===== src/pkg/ushr_pkg.sv =====
// Shared constants and types for the high-speed mode detect block
package ushr_pkg;

	// ----------------------------------------------------------------
	// Clock and timing
	// ----------------------------------------------------------------
	localparam int CLK_PERIOD_NS = 10;
	localparam int CHIRP_MIN_NS  = 18000;
	localparam int CHIRP_MAX_NS  = 128000;
	// Least time rounds up, longest time rounds down
	localparam int CHIRP_MIN_CYC =
		(CHIRP_MIN_NS + CLK_PERIOD_NS - 1) / CLK_PERIOD_NS;
	localparam int CHIRP_MAX_CYC = CHIRP_MAX_NS / CLK_PERIOD_NS;

	// ----------------------------------------------------------------
	// Pin synchroniser
	// ----------------------------------------------------------------
	localparam int SYNC_STAGES = 2;
	localparam int SYNC_WIDTH  = 16;

	// ----------------------------------------------------------------
	// Serial target
	// ----------------------------------------------------------------
	localparam logic [6:0] SER_ADDR      = 7'h2C;
	localparam logic [3:0] SER_BYTE_BITS = 4'h8;
	localparam logic [7:0] SER_CFG_RESET = 8'h00;

	// ----------------------------------------------------------------
	// Strap settings
	// ----------------------------------------------------------------
	localparam logic [1:0] AC_BOOST_MAX = 2'h3;

	typedef enum logic [1:0] {
		DC_GAIN_40MV = 2'b00,
		DC_GAIN_60MV = 2'b01,
		DC_GAIN_80MV = 2'b10
	} ushr_dc_gain_type;

	// ----------------------------------------------------------------
	// Channel and serial target states
	// ----------------------------------------------------------------
	typedef enum logic [2:0] {
		CH_UNCONN  = 3'b000,
		CH_FIXTURE = 3'b001,
		CH_CONN    = 3'b010,
		CH_CHIRP_J = 3'b011,
		CH_CHIRP_K = 3'b100,
		CH_HS_WAIT = 3'b101,
		CH_HS      = 3'b110
	} ushr_chan_state_type;

	typedef enum logic [2:0] {
		SER_IDLE    = 3'b000,
		SER_ADDR_RX = 3'b001,
		SER_ACK_ADR = 3'b010,
		SER_WR_RX   = 3'b011,
		SER_ACK_WR  = 3'b100,
		SER_RD_TX   = 3'b101,
		SER_ACK_RD  = 3'b110
	} ushr_ser_state_type;

endpackage : ushr_pkg


===== src/verilog/ushr_mode_detect.sv =====
// Mode detect, strap capture and serial target of the HS conditioner
`timescale 1ns/1ns
`default_nettype none

// Notes on behaviour
// - A low enable input holds the whole block in reset and shutdown.
// - The AC boost selection is caught once after reset release only.
// - A floating AC boost selection picks the maximum boost.
// - In strap mode the DC gain pin is read as high 80, float 60, low 40 mV.
// - In strap mode the DC gain pin then drives the high-speed flag.
// - Fixture seen from unconnected, then test packet, sets high speed.
// - Squelch after a bus reset with a good handshake sets high speed.
// - A good handshake is one chirp J then one chirp K, each 18 to 128 us.
// - In strap mode the clock pin drives the connection flag on pull-up.
// - The connection flag drops when a disconnect is detected.
// - In serial mode the block answers as a two-wire target at 0x2C.
// - The core regulator is enabled only while in high-speed mode.
// - Both serial pins pulled up at reset selects serial mode.
module ushr_mode_detect
	import ushr_pkg::*;
#(
	parameter int CHIRP_MIN_CYCLES = ushr_pkg::CHIRP_MIN_CYC,
	parameter int CHIRP_MAX_CYCLES = ushr_pkg::CHIRP_MAX_CYC
) (
	// Clock and reset (reset is the active-low enable pin)
	input  wire logic                       sys_clk,
	input  wire logic                       rst_n,
	// Serial data pin
	input  wire logic                       sda_in,
	output logic                            sda_out,
	output logic                            sda_oe,
	// Serial clock pin, doubles as connection flag
	input  wire logic                       scl_in,
	output logic                            scl_out,
	output logic                            scl_oe,
	// DC gain strap pin, doubles as high-speed flag
	input  wire logic                       dc_gain_strap_high,
	input  wire logic                       dc_gain_strap_float,
	output logic                            dc_gain_strap_out,
	output logic                            dc_gain_strap_oe,
	// AC boost strap
	input  wire logic [1:0]                 ac_boost_select,
	input  wire logic                       ac_boost_float,
	// Channel line-state detectors
	input  wire logic                       dp_pullup_det,
	input  wire logic                       dm_pullup_det,
	input  wire logic                       disconnect_det,
	input  wire logic                       bus_reset_det,
	input  wire logic                       chirp_j_det,
	input  wire logic                       chirp_k_det,
	input  wire logic                       squelch_det,
	input  wire logic                       fixture_det,
	input  wire logic                       test_packet_det,
	// Status and settings
	output logic                            high_speed_flag,
	output logic                            connection_flag,
	output logic                            core_regulator_out,
	output logic                            serial_mode,
	output logic                            straps_valid,
	output logic [1:0]                      ac_boost_setting,
	output ushr_pkg::ushr_dc_gain_type      dc_gain_setting,
	output logic [7:0]                      serial_config
);

	import ushr_pkg::*;

	// ----------------------------------------------------------------
	// Elaboration checks
	// ----------------------------------------------------------------
	localparam int CNT_W = $clog2(CHIRP_MAX_CYCLES + 1);

	generate
		if (CHIRP_MIN_CYCLES < 1 || CHIRP_MAX_CYCLES <= CHIRP_MIN_CYCLES)
		begin : g_bad_chirp
			$error("chirp window parameters are not usable");
		end
	endgenerate

	localparam logic [CNT_W-1:0] MIN_CNT = CNT_W'(CHIRP_MIN_CYCLES);
	localparam logic [CNT_W-1:0] MAX_CNT = CNT_W'(CHIRP_MAX_CYCLES);
	localparam logic [CNT_W-1:0] ONE_CNT = CNT_W'(1);
	localparam logic [1:0]       SYNC_DONE = 2'(SYNC_STAGES);

	// ----------------------------------------------------------------
	// Pin synchronisers
	// ----------------------------------------------------------------
	logic [SYNC_WIDTH-1:0] raw_pins;
	logic [SYNC_WIDTH-1:0] pins;

	assign raw_pins = {sda_in, scl_in, dc_gain_strap_high,
		dc_gain_strap_float, ac_boost_select, ac_boost_float,
		dp_pullup_det, dm_pullup_det, disconnect_det, bus_reset_det,
		chirp_j_det, chirp_k_det, squelch_det, fixture_det,
		test_packet_det};

	ushr_sync_bank #(
		.WIDTH    (SYNC_WIDTH)
	) u_sync (
		.sys_clk  (sys_clk),
		.rst_n    (rst_n),
		.async_in (raw_pins),
		.sync_out (pins)
	);

	logic       sda_s;
	logic       scl_s;
	logic       dc_hi_s;
	logic       dc_fl_s;
	logic [1:0] ac_sel_s;
	logic       ac_fl_s;
	logic       dp_pu_s;
	logic       dm_pu_s;
	logic       disc_s;
	logic       bus_rst_s;
	logic       chirp_j_s;
	logic       chirp_k_s;
	logic       squelch_s;
	logic       fixture_s;
	logic       test_pkt_s;

	assign {sda_s, scl_s, dc_hi_s, dc_fl_s, ac_sel_s, ac_fl_s, dp_pu_s,
		dm_pu_s, disc_s, bus_rst_s, chirp_j_s, chirp_k_s, squelch_s,
		fixture_s, test_pkt_s} = pins;

	// ----------------------------------------------------------------
	// Strap capture
	// ----------------------------------------------------------------
	// Straps are caught once the synchroniser holds real pin levels,
	// so the first captured value is never the reset constant.
	logic [1:0] strap_wait;

	always_ff @(posedge sys_clk or negedge rst_n) begin
		if (!rst_n) begin
			strap_wait <= 2'h0;
		end else if (strap_wait != SYNC_DONE) begin
			strap_wait <= strap_wait + 2'h1;
		end
	end

	always_ff @(posedge sys_clk or negedge rst_n) begin
		if (!rst_n) begin
			straps_valid     <= 1'b0;
			serial_mode      <= 1'b0;
			ac_boost_setting <= AC_BOOST_MAX;
			dc_gain_setting  <= DC_GAIN_60MV;
		end else if (!straps_valid && strap_wait == SYNC_DONE) begin
			straps_valid     <= 1'b1;
			serial_mode      <= sda_s & scl_s;
			ac_boost_setting <= ac_fl_s ? AC_BOOST_MAX : ac_sel_s;
			if (!(sda_s & scl_s)) begin
				if (dc_fl_s) begin
					dc_gain_setting <= DC_GAIN_60MV;
				end else if (dc_hi_s) begin
					dc_gain_setting <= DC_GAIN_80MV;
				end else begin
					dc_gain_setting <= DC_GAIN_40MV;
				end
			end
		end
	end

	// ----------------------------------------------------------------
	// Channel state tracking
	// ----------------------------------------------------------------
	ushr_chan_state_type chan_state;
	logic [CNT_W-1:0]    chirp_cnt;

	function automatic logic chirp_in_window(input logic [CNT_W-1:0] c);
		chirp_in_window = (c >= MIN_CNT) && (c <= MAX_CNT);
	endfunction : chirp_in_window

	always_ff @(posedge sys_clk or negedge rst_n) begin
		if (!rst_n) begin
			chan_state <= CH_UNCONN;
			chirp_cnt  <= '0;
		end else if (!straps_valid) begin
			chan_state <= CH_UNCONN;
			chirp_cnt  <= '0;
		end else begin
			case (chan_state)
				CH_UNCONN: begin
					if (fixture_s) begin
						chan_state <= CH_FIXTURE;
					end else if (dp_pu_s | dm_pu_s) begin
						chan_state <= CH_CONN;
					end
				end
				CH_FIXTURE: begin
					if (disc_s) begin
						chan_state <= CH_UNCONN;
					end else if (test_pkt_s) begin
						chan_state <= CH_HS;
					end
				end
				CH_CONN, CH_HS: begin
					if (disc_s) begin
						chan_state <= CH_UNCONN;
					end else if (bus_rst_s && chirp_j_s) begin
						// A new bus reset restarts the handshake
						chan_state <= CH_CHIRP_J;
						chirp_cnt  <= ONE_CNT;
					end
				end
				CH_CHIRP_J: begin
					if (disc_s) begin
						chan_state <= CH_UNCONN;
					end else if (chirp_j_s) begin
						if (chirp_cnt == MAX_CNT) begin
							chan_state <= CH_CONN;
						end else begin
							chirp_cnt <= chirp_cnt + ONE_CNT;
						end
					end else if (chirp_in_window(chirp_cnt) && chirp_k_s) begin
						chan_state <= CH_CHIRP_K;
						chirp_cnt  <= ONE_CNT;
					end else begin
						chan_state <= CH_CONN;
					end
				end
				CH_CHIRP_K: begin
					if (disc_s) begin
						chan_state <= CH_UNCONN;
					end else if (chirp_k_s) begin
						if (chirp_cnt == MAX_CNT) begin
							chan_state <= CH_CONN;
						end else begin
							chirp_cnt <= chirp_cnt + ONE_CNT;
						end
					end else if (chirp_in_window(chirp_cnt)) begin
						chan_state <= CH_HS_WAIT;
					end else begin
						chan_state <= CH_CONN;
					end
				end
				CH_HS_WAIT: begin
					if (disc_s) begin
						chan_state <= CH_UNCONN;
					end else if (squelch_s) begin
						chan_state <= CH_HS;
					end
				end
				default: begin
					chan_state <= CH_UNCONN;
				end
			endcase
		end
	end

	// ----------------------------------------------------------------
	// Flags and pin drive
	// ----------------------------------------------------------------
	// Fixture state counts as attached: the fixture presents a device.
	assign connection_flag    = (chan_state != CH_UNCONN);
	assign high_speed_flag    = (chan_state == CH_HS);
	assign core_regulator_out = high_speed_flag;

	// In serial mode both pins stay released apart from the target
	assign scl_out           = connection_flag;
	assign scl_oe            = straps_valid & ~serial_mode;
	assign dc_gain_strap_out = high_speed_flag;
	assign dc_gain_strap_oe  = straps_valid & ~serial_mode;

	// ----------------------------------------------------------------
	// Two-wire serial target
	// ----------------------------------------------------------------
	ushr_ser_state_type ser_state;
	logic               sda_prev;
	logic               scl_prev;
	logic [3:0]         bit_cnt;
	logic [7:0]         shift_in;
	logic [7:0]         shift_out;
	logic               read_dir;
	logic               sda_drive;
	logic               ser_start;
	logic               ser_stop;
	logic               scl_rise;
	logic               scl_fall;
	logic [7:0]         status_byte;

	assign ser_start = scl_s & scl_prev & sda_prev & ~sda_s;
	assign ser_stop  = scl_s & scl_prev & ~sda_prev & sda_s;
	assign scl_rise  = scl_s & ~scl_prev;
	assign scl_fall  = ~scl_s & scl_prev;
	assign status_byte = {2'h0, high_speed_flag, connection_flag,
		1'b0, chan_state};

	// Open drain: only ever pulls low
	assign sda_out = 1'b0;
	assign sda_oe  = sda_drive;

	always_ff @(posedge sys_clk or negedge rst_n) begin
		if (!rst_n) begin
			sda_prev <= 1'b1;
			scl_prev <= 1'b1;
		end else begin
			sda_prev <= sda_s;
			scl_prev <= scl_s;
		end
	end

	always_ff @(posedge sys_clk or negedge rst_n) begin
		if (!rst_n) begin
			ser_state     <= SER_IDLE;
			bit_cnt       <= 4'h0;
			shift_in      <= 8'h00;
			shift_out     <= 8'h00;
			read_dir      <= 1'b0;
			sda_drive     <= 1'b0;
			serial_config <= SER_CFG_RESET;
		end else if (!serial_mode) begin
			ser_state <= SER_IDLE;
			sda_drive <= 1'b0;
		end else if (ser_start) begin
			ser_state <= SER_ADDR_RX;
			bit_cnt   <= 4'h0;
			sda_drive <= 1'b0;
		end else if (ser_stop) begin
			ser_state <= SER_IDLE;
			sda_drive <= 1'b0;
		end else begin
			case (ser_state)
				SER_ADDR_RX, SER_WR_RX: begin
					if (scl_rise && bit_cnt != SER_BYTE_BITS) begin
						shift_in <= {shift_in[6:0], sda_s};
						bit_cnt  <= bit_cnt + 4'h1;
					end else if (scl_fall && bit_cnt == SER_BYTE_BITS) begin
						if (ser_state == SER_WR_RX) begin
							serial_config <= shift_in;
							sda_drive     <= 1'b1;
							ser_state     <= SER_ACK_WR;
						end else if (shift_in[7:1] == SER_ADDR) begin
							read_dir  <= shift_in[0];
							sda_drive <= 1'b1;
							ser_state <= SER_ACK_ADR;
						end else begin
							ser_state <= SER_IDLE;
						end
					end
				end
				SER_ACK_ADR, SER_ACK_WR: begin
					if (scl_fall) begin
						if (read_dir) begin
							shift_out <= status_byte;
							sda_drive <= ~status_byte[7];
							bit_cnt   <= 4'h1;
							ser_state <= SER_RD_TX;
						end else begin
							sda_drive <= 1'b0;
							bit_cnt   <= 4'h0;
							ser_state <= SER_WR_RX;
						end
					end
				end
				SER_RD_TX: begin
					if (scl_fall) begin
						if (bit_cnt == SER_BYTE_BITS) begin
							sda_drive <= 1'b0;
							ser_state <= SER_ACK_RD;
						end else begin
							sda_drive <= ~shift_out[6];
							shift_out <= {shift_out[6:0], 1'b0};
							bit_cnt   <= bit_cnt + 4'h1;
						end
					end
				end
				SER_ACK_RD: begin
					// A not-acknowledge ends the read; an acknowledge
					// sends the status again.
					if (scl_rise && sda_s) begin
						ser_state <= SER_IDLE;
					end else if (scl_fall) begin
						shift_out <= status_byte;
						sda_drive <= ~status_byte[7];
						bit_cnt   <= 4'h1;
						ser_state <= SER_RD_TX;
					end
				end
				default: begin
					ser_state <= SER_IDLE;
					sda_drive <= 1'b0;
				end
			endcase
		end
	end

endmodule : ushr_mode_detect

`default_nettype wire


===== src/verilog/ushr_sync_bank.sv =====
// Two-stage synchroniser bank for asynchronous pin inputs
`timescale 1ns/1ns
`default_nettype none

module ushr_sync_bank #(
	parameter int WIDTH = 16
) (
	// Clock and reset
	input  wire logic             sys_clk,
	input  wire logic             rst_n,
	// Data
	input  wire logic [WIDTH-1:0] async_in,
	output logic      [WIDTH-1:0] sync_out
);

	logic [WIDTH-1:0] stage_one;

	// Each bit gets its own pair; the first stage feeds only the second
	genvar i;
	generate
		for (i = 0; i < WIDTH; i++) begin : g_bit
			always_ff @(posedge sys_clk or negedge rst_n) begin
				if (!rst_n) begin
					stage_one[i] <= 1'b0;
					sync_out[i]  <= 1'b0;
				end else begin
					stage_one[i] <= async_in[i];
					sync_out[i]  <= stage_one[i];
				end
			end
		end
	endgenerate

endmodule : ushr_sync_bank

`default_nettype wire

===== config.mk =====
export PLATFORM = sky130hd
export DESIGN_NAME = ushr_mode_detect
export DESIGN_NICKNAME = d
export VERILOG_FILES = /design/src/pkg/ushr_pkg.sv /design/src/verilog/ushr_mode_detect.sv /design/src/verilog/ushr_sync_bank.sv
export SDC_FILE = /design/constraint.sdc
export NUM_CORES = 1
export LEC_CHECK = 0
export BUFFER_PORTS_ARGS = -buffer_cell sky130_fd_sc_hd__buf_4
export CORE_MARGIN = 10
export CORE_UTILIZATION = 40
export CTS_CLUSTER_SIZE = 24
export DETAILED_ROUTE_END_ITERATION = 8
export PLACE_DENSITY = 0.64
export RECOVER_POWER = 100
export SLEW_MARGIN = 15
export SYNTH_ARGS = -nofsm -noshare
export SYNTH_HDL_FRONTEND = slang
export SYNTH_HIERARCHICAL = 1
export SYNTH_SLANG_ARGS = --single-unit

===== constraint.sdc =====
create_clock -name sys_clk -period 2.1 [get_ports sys_clk]
set_input_delay 0.105 -clock sys_clk [delete_from_list [all_inputs] [get_ports sys_clk]]
set_output_delay 0.105 -clock sys_clk [all_outputs]
set_load 0.02 [all_outputs]

==> results list <==
- Via Count: 3640
- Internal power: between 2 and 3 mW
- The first global-routing pass estimated 17.45 mm of wire.
- Max-cap violations: 0
- Number of iterations in the first detailed-routing pass: 4
- Final clock skew: ~0.0095 ns
- Detailed-route wire length: 10.53 mm
* Most common flop cell mapped by yosys: dfrtp_1
- The worst path needs 2.066 ns of the cycle, external delays included.
* Cell type with the highest aggregate area in the netlist: dfrtp_1
* Critical Path Fanout Max: 5
* Core outline area: approximately 11000 um^2
- STA puts the critical path data required time at 2.38 ns.
- Starting density of the core: 40.64%
- VDD sags by at most 446.8 uV.
* Combinational power share: 27.6%
- The worst setup path is captured at a flop.
- Setup violations remaining at the end of the flow were counted as 0.
- Entering global routing, the biggest net connects 43 pins.
* Number of unique standard cell types used by synthesis: 64
* Share of the clock period used by the worst path: 98.37%
* Synthesis warning total: 6
- Max Freq: around 480 MHz
- Leaving out fill and tap cells, the most frequent cells in the layout are 83 x dfrtp_1, 56 x buf_4, 29 x nand2_1, 25 x o21ai_0, 24 x mux2_2.
- RSZ-0062 raised after global routing: yes
- STA classifies the critical path startpoint as a flop.
* Most area-consuming cells after synthesis: dfrtp_1 49%, mux2_2 6.2%, o21ai_0 3.5%
* Area share of the largest cell type after synthesis: 49.06%
- The worst register-to-register path ends at chirp_cnt[6]$_DFFE_PN0P_.
* Worst slew margin: 31.17%
* HPWL reported at the end of detailed placement: 7.464 mm
* Syn_nets: roughly 440
* Area added between synthesis and finish: 27.55%
* Final non-filler cell area: roughly 5600 um^2
- The library cell used most frequently in the layout, excluding fill and tap cells, is dfrtp_1.
- Number of levels in the clock H-tree: 3
- The die covers 15560 um^2.
* Hold/Removal Path Class: reg2reg
* Root Driver: clkbuf_8
- between 40 and 50 I/O pins were placed.
* Total congestion overflow after global routing: 0
- During placement, the flow inserted port buffers numbering 39.
- The number of global-route vias before repair was 3587.
* FF-to-FF path depth: 7
* Post-synth EDFFs: 0
* Total chip power: about 4.2 mW
- Final TNS setup: 0 ns
- Worst endpoint data arrival time: about 2.4 ns
- Part of the power in the clock network: 26.3%
- No sink is reached through more buffers than the 2 on the longest clock path.
* Antenna violation net count after detailed routing: 0
* Path type of the worst setup path: reg2reg
- Fraction of final layout cells with drive strength greater than 1: 27.84%
* Cells after synthesis: 413
- Final Slew Violations: 0
- Sink Count: 91
* Register clock-pin slew on the reported worst setup and hold paths: 0.09 ns
* Worst-skew pair later-pin latency: approximately 0.38 ns
- Number of nets in the layout: 546
- In this run the static leakage power is 2.427 nW.
- Antenna violations before repair: 0
* Total routing resource utilization after global routing: 13.34%
- Die width: 124.7 um
* Destination of the critical timing path: chirp_cnt[6]$_DFFE_PN0P_
- After synthesis, the share of flip-flops with an asynchronous set or reset is 100.0%.
* Switching fraction of total power: between 30% and 40%
- Transition time of the tightest slew-check pin: 1.032 ns
- Sequential cells account for 46.1% of the total power.
- The floorplan step set the die height to 124.7 um.
- After synthesis the cells add up to 4387 um^2.
- In this run the critical register-to-register path is launched from chirp_cnt[7]$_DFFE_PN0P_.
- Standard cell area after detailed placement: 5179 um^2
* Clock buffers created by TritonCTS: 9
* Origin of the worst setup path: chirp_cnt[7]$_DFFE_PN0P_
- Dividing the detail-routed via count by the number of cells gives 5.449.
- The analysis attributes to net switching a power of 1.389 mW.
- In the final routed layout, each cell accounts on average for between 15 and 20 um.
* Power density of the placed cells: about 760 nW/um^2
- 0 antenna diodes ended up in the layout.
- After synthesis, the mean cell area works out to between 10 and 15 um^2.
- TritonCTS built the clock tree.
- Setup slack on the worst flop-to-flop path: 0.03 ns
- After synthesis, flip-flops and latches occupy 52.05% of the total area.
- Routability congestion estimate from global placement: roughly 0.89
* Drt initial violations: 316
- Number of placement rows: 38
- The final hold violation count is 0.
- The run finished with clean final reports.
* Flop and latch count out of synthesis: 91
- In the routed design, unresolved DRC markers number 0.
Yosys cell counts (all sizes together) (5+ instances only):
master  number
clkbuf       9
nor2b       10
inv         17
nand3       16
nand2       29
nor2        23
nand4        6
or3          6
nor3        10
ha           5
o21ai       31
dfrtp       86
nand3b       5
buf          9
nand2b       9
o211ai       6
mux2        24
dfstp        5
o311ai       9
o31ai       11
nor3b        5
a31oi        6
a21oi       15
logic make-up (layout without fill, tap and decap cells):
family | Yosys count | after routing | synth area share, %
and+or+nand+nor | 146 | 146 | 19.37
AOI/OAI and AO/OA | 104 | 105 | 15.80
DFF | 91 | 91 | 52.05
buffers and inverters | 35 | 149 | 3.594
muxes | 28 | 28 | 7.074
adders and majority gates | 5 | 5 | 1.426
xor gates and xnor gates | 3 | 3 | 0.5991
other | 1 | 1 | 0.08549
area by class of cell:
cell class | instances | area [um^2]
clock buffer | 11 | 141.4
clock inverter | 5 | 36.28
timing repair buffer | 116 | 827.0
inverter | 17 | 63.81
fill | 950 | 5197
tap | 140 | 175.2
multi-input combinational | 288 | 2064
sequential | 91 | 2287
power by group through the flow:
stage | sequential (mW) | clock, mW | combinational (mW)
floorplan | 1.96 | 0 | 0.648
global placement | 1.98 | 0 | 1.06
detailed placement | 1.98 | 0 | 1.08
CTS | 1.95 | 1.14 | 1.12
global route | 1.96 | 1.21 | 1.29
finish | 1.95 | 1.11 | 1.17
per-stage QoR:
step	utilization, %	hold slack [ns]	std cells	setup WS (ns)
2_1_floorplan	-	-0.1906	413	0.07482
3_3_place_gp	47.98	0.1341	628	0.003000
3_5_place_dp	47.98	0.1395	628	-0.05095
4_1_cts	51.51	0.2828	663	0.0009555
5_1_grt	51.84	0.3625	668	-0.03683
6_report	51.84	0.3524	668	0.03422
worst min-delay path by stage:
stage	start	endpoint	slack, ns	cells after the start
2_1_floorplan	rst_n	bit_cnt[0]$_DFFE_PN0P_	-0.19	0
3_3_place_gp	rst_n	chirp_cnt[11]$_DFFE_PN0P_	0.13	1
3_5_place_dp	rst_n	u_sync/sync_out[5]$_DFF_PN0_	0.14	1
4_1_cts	rst_n	u_sync/stage_one[5]$_DFF_PN0_	0.28	2
5_1_grt	u_sync/stage_one[13]$_DFF_PN0_	u_sync/sync_out[13]$_DFF_PN0_	0.36	0
6_report	u_sync/stage_one[15]$_DFF_PN0_	u_sync/sync_out[15]$_DFF_PN0_	0.35	0
layer usage:
layer | share of wire [%] | wire length (um) | global-route usage (%)
met1 | 44 | 4592 | 15.84
met2 | 50 | 5210 | 22.33
met3 | 4.7 | 494 | 3.021
met4 | 2.2 | 227 | 6.237
met5 | 0 | 0 | 0
sequential cells by signal (all words and copies together), names as in the netlist:
name	cells
ac_boost_setting	2
bit_cnt	4
chan_state	3
chirp_cnt	14
dc_gain_setting	2
read_dir	1
scl_prev	1
sda_oe	1
sda_prev	1
ser_state	3
serial_config	8
serial_mode	1
shift_in	8
shift_out	7
strap_wait	2
straps_valid	1
u_sync/stage_one	16
u_sync/sync_out	16
critical path, stage by stage, from the launching register on:
cell and delay [ns]:
dfrtp_1 0.42, or4_1 0.54, o211ai_1 0.19, buf_4 0.16, o2111a_2 0.27, buf_4 0.18
o311ai_2 0.11, o31ai_1 0.09
repair_timing:
action | in CTS | in global routing
hold buffers | 17 | 0
setup endpoints to repair | 9 | 34
resized for setup | 3 | 38
pin swaps | 3 | 9
cloned | 1 | 0
endpoints found under the hold margin | 56 | 0
buffers inserted | 1 | 5
Power figures use the tool's default switching activity.
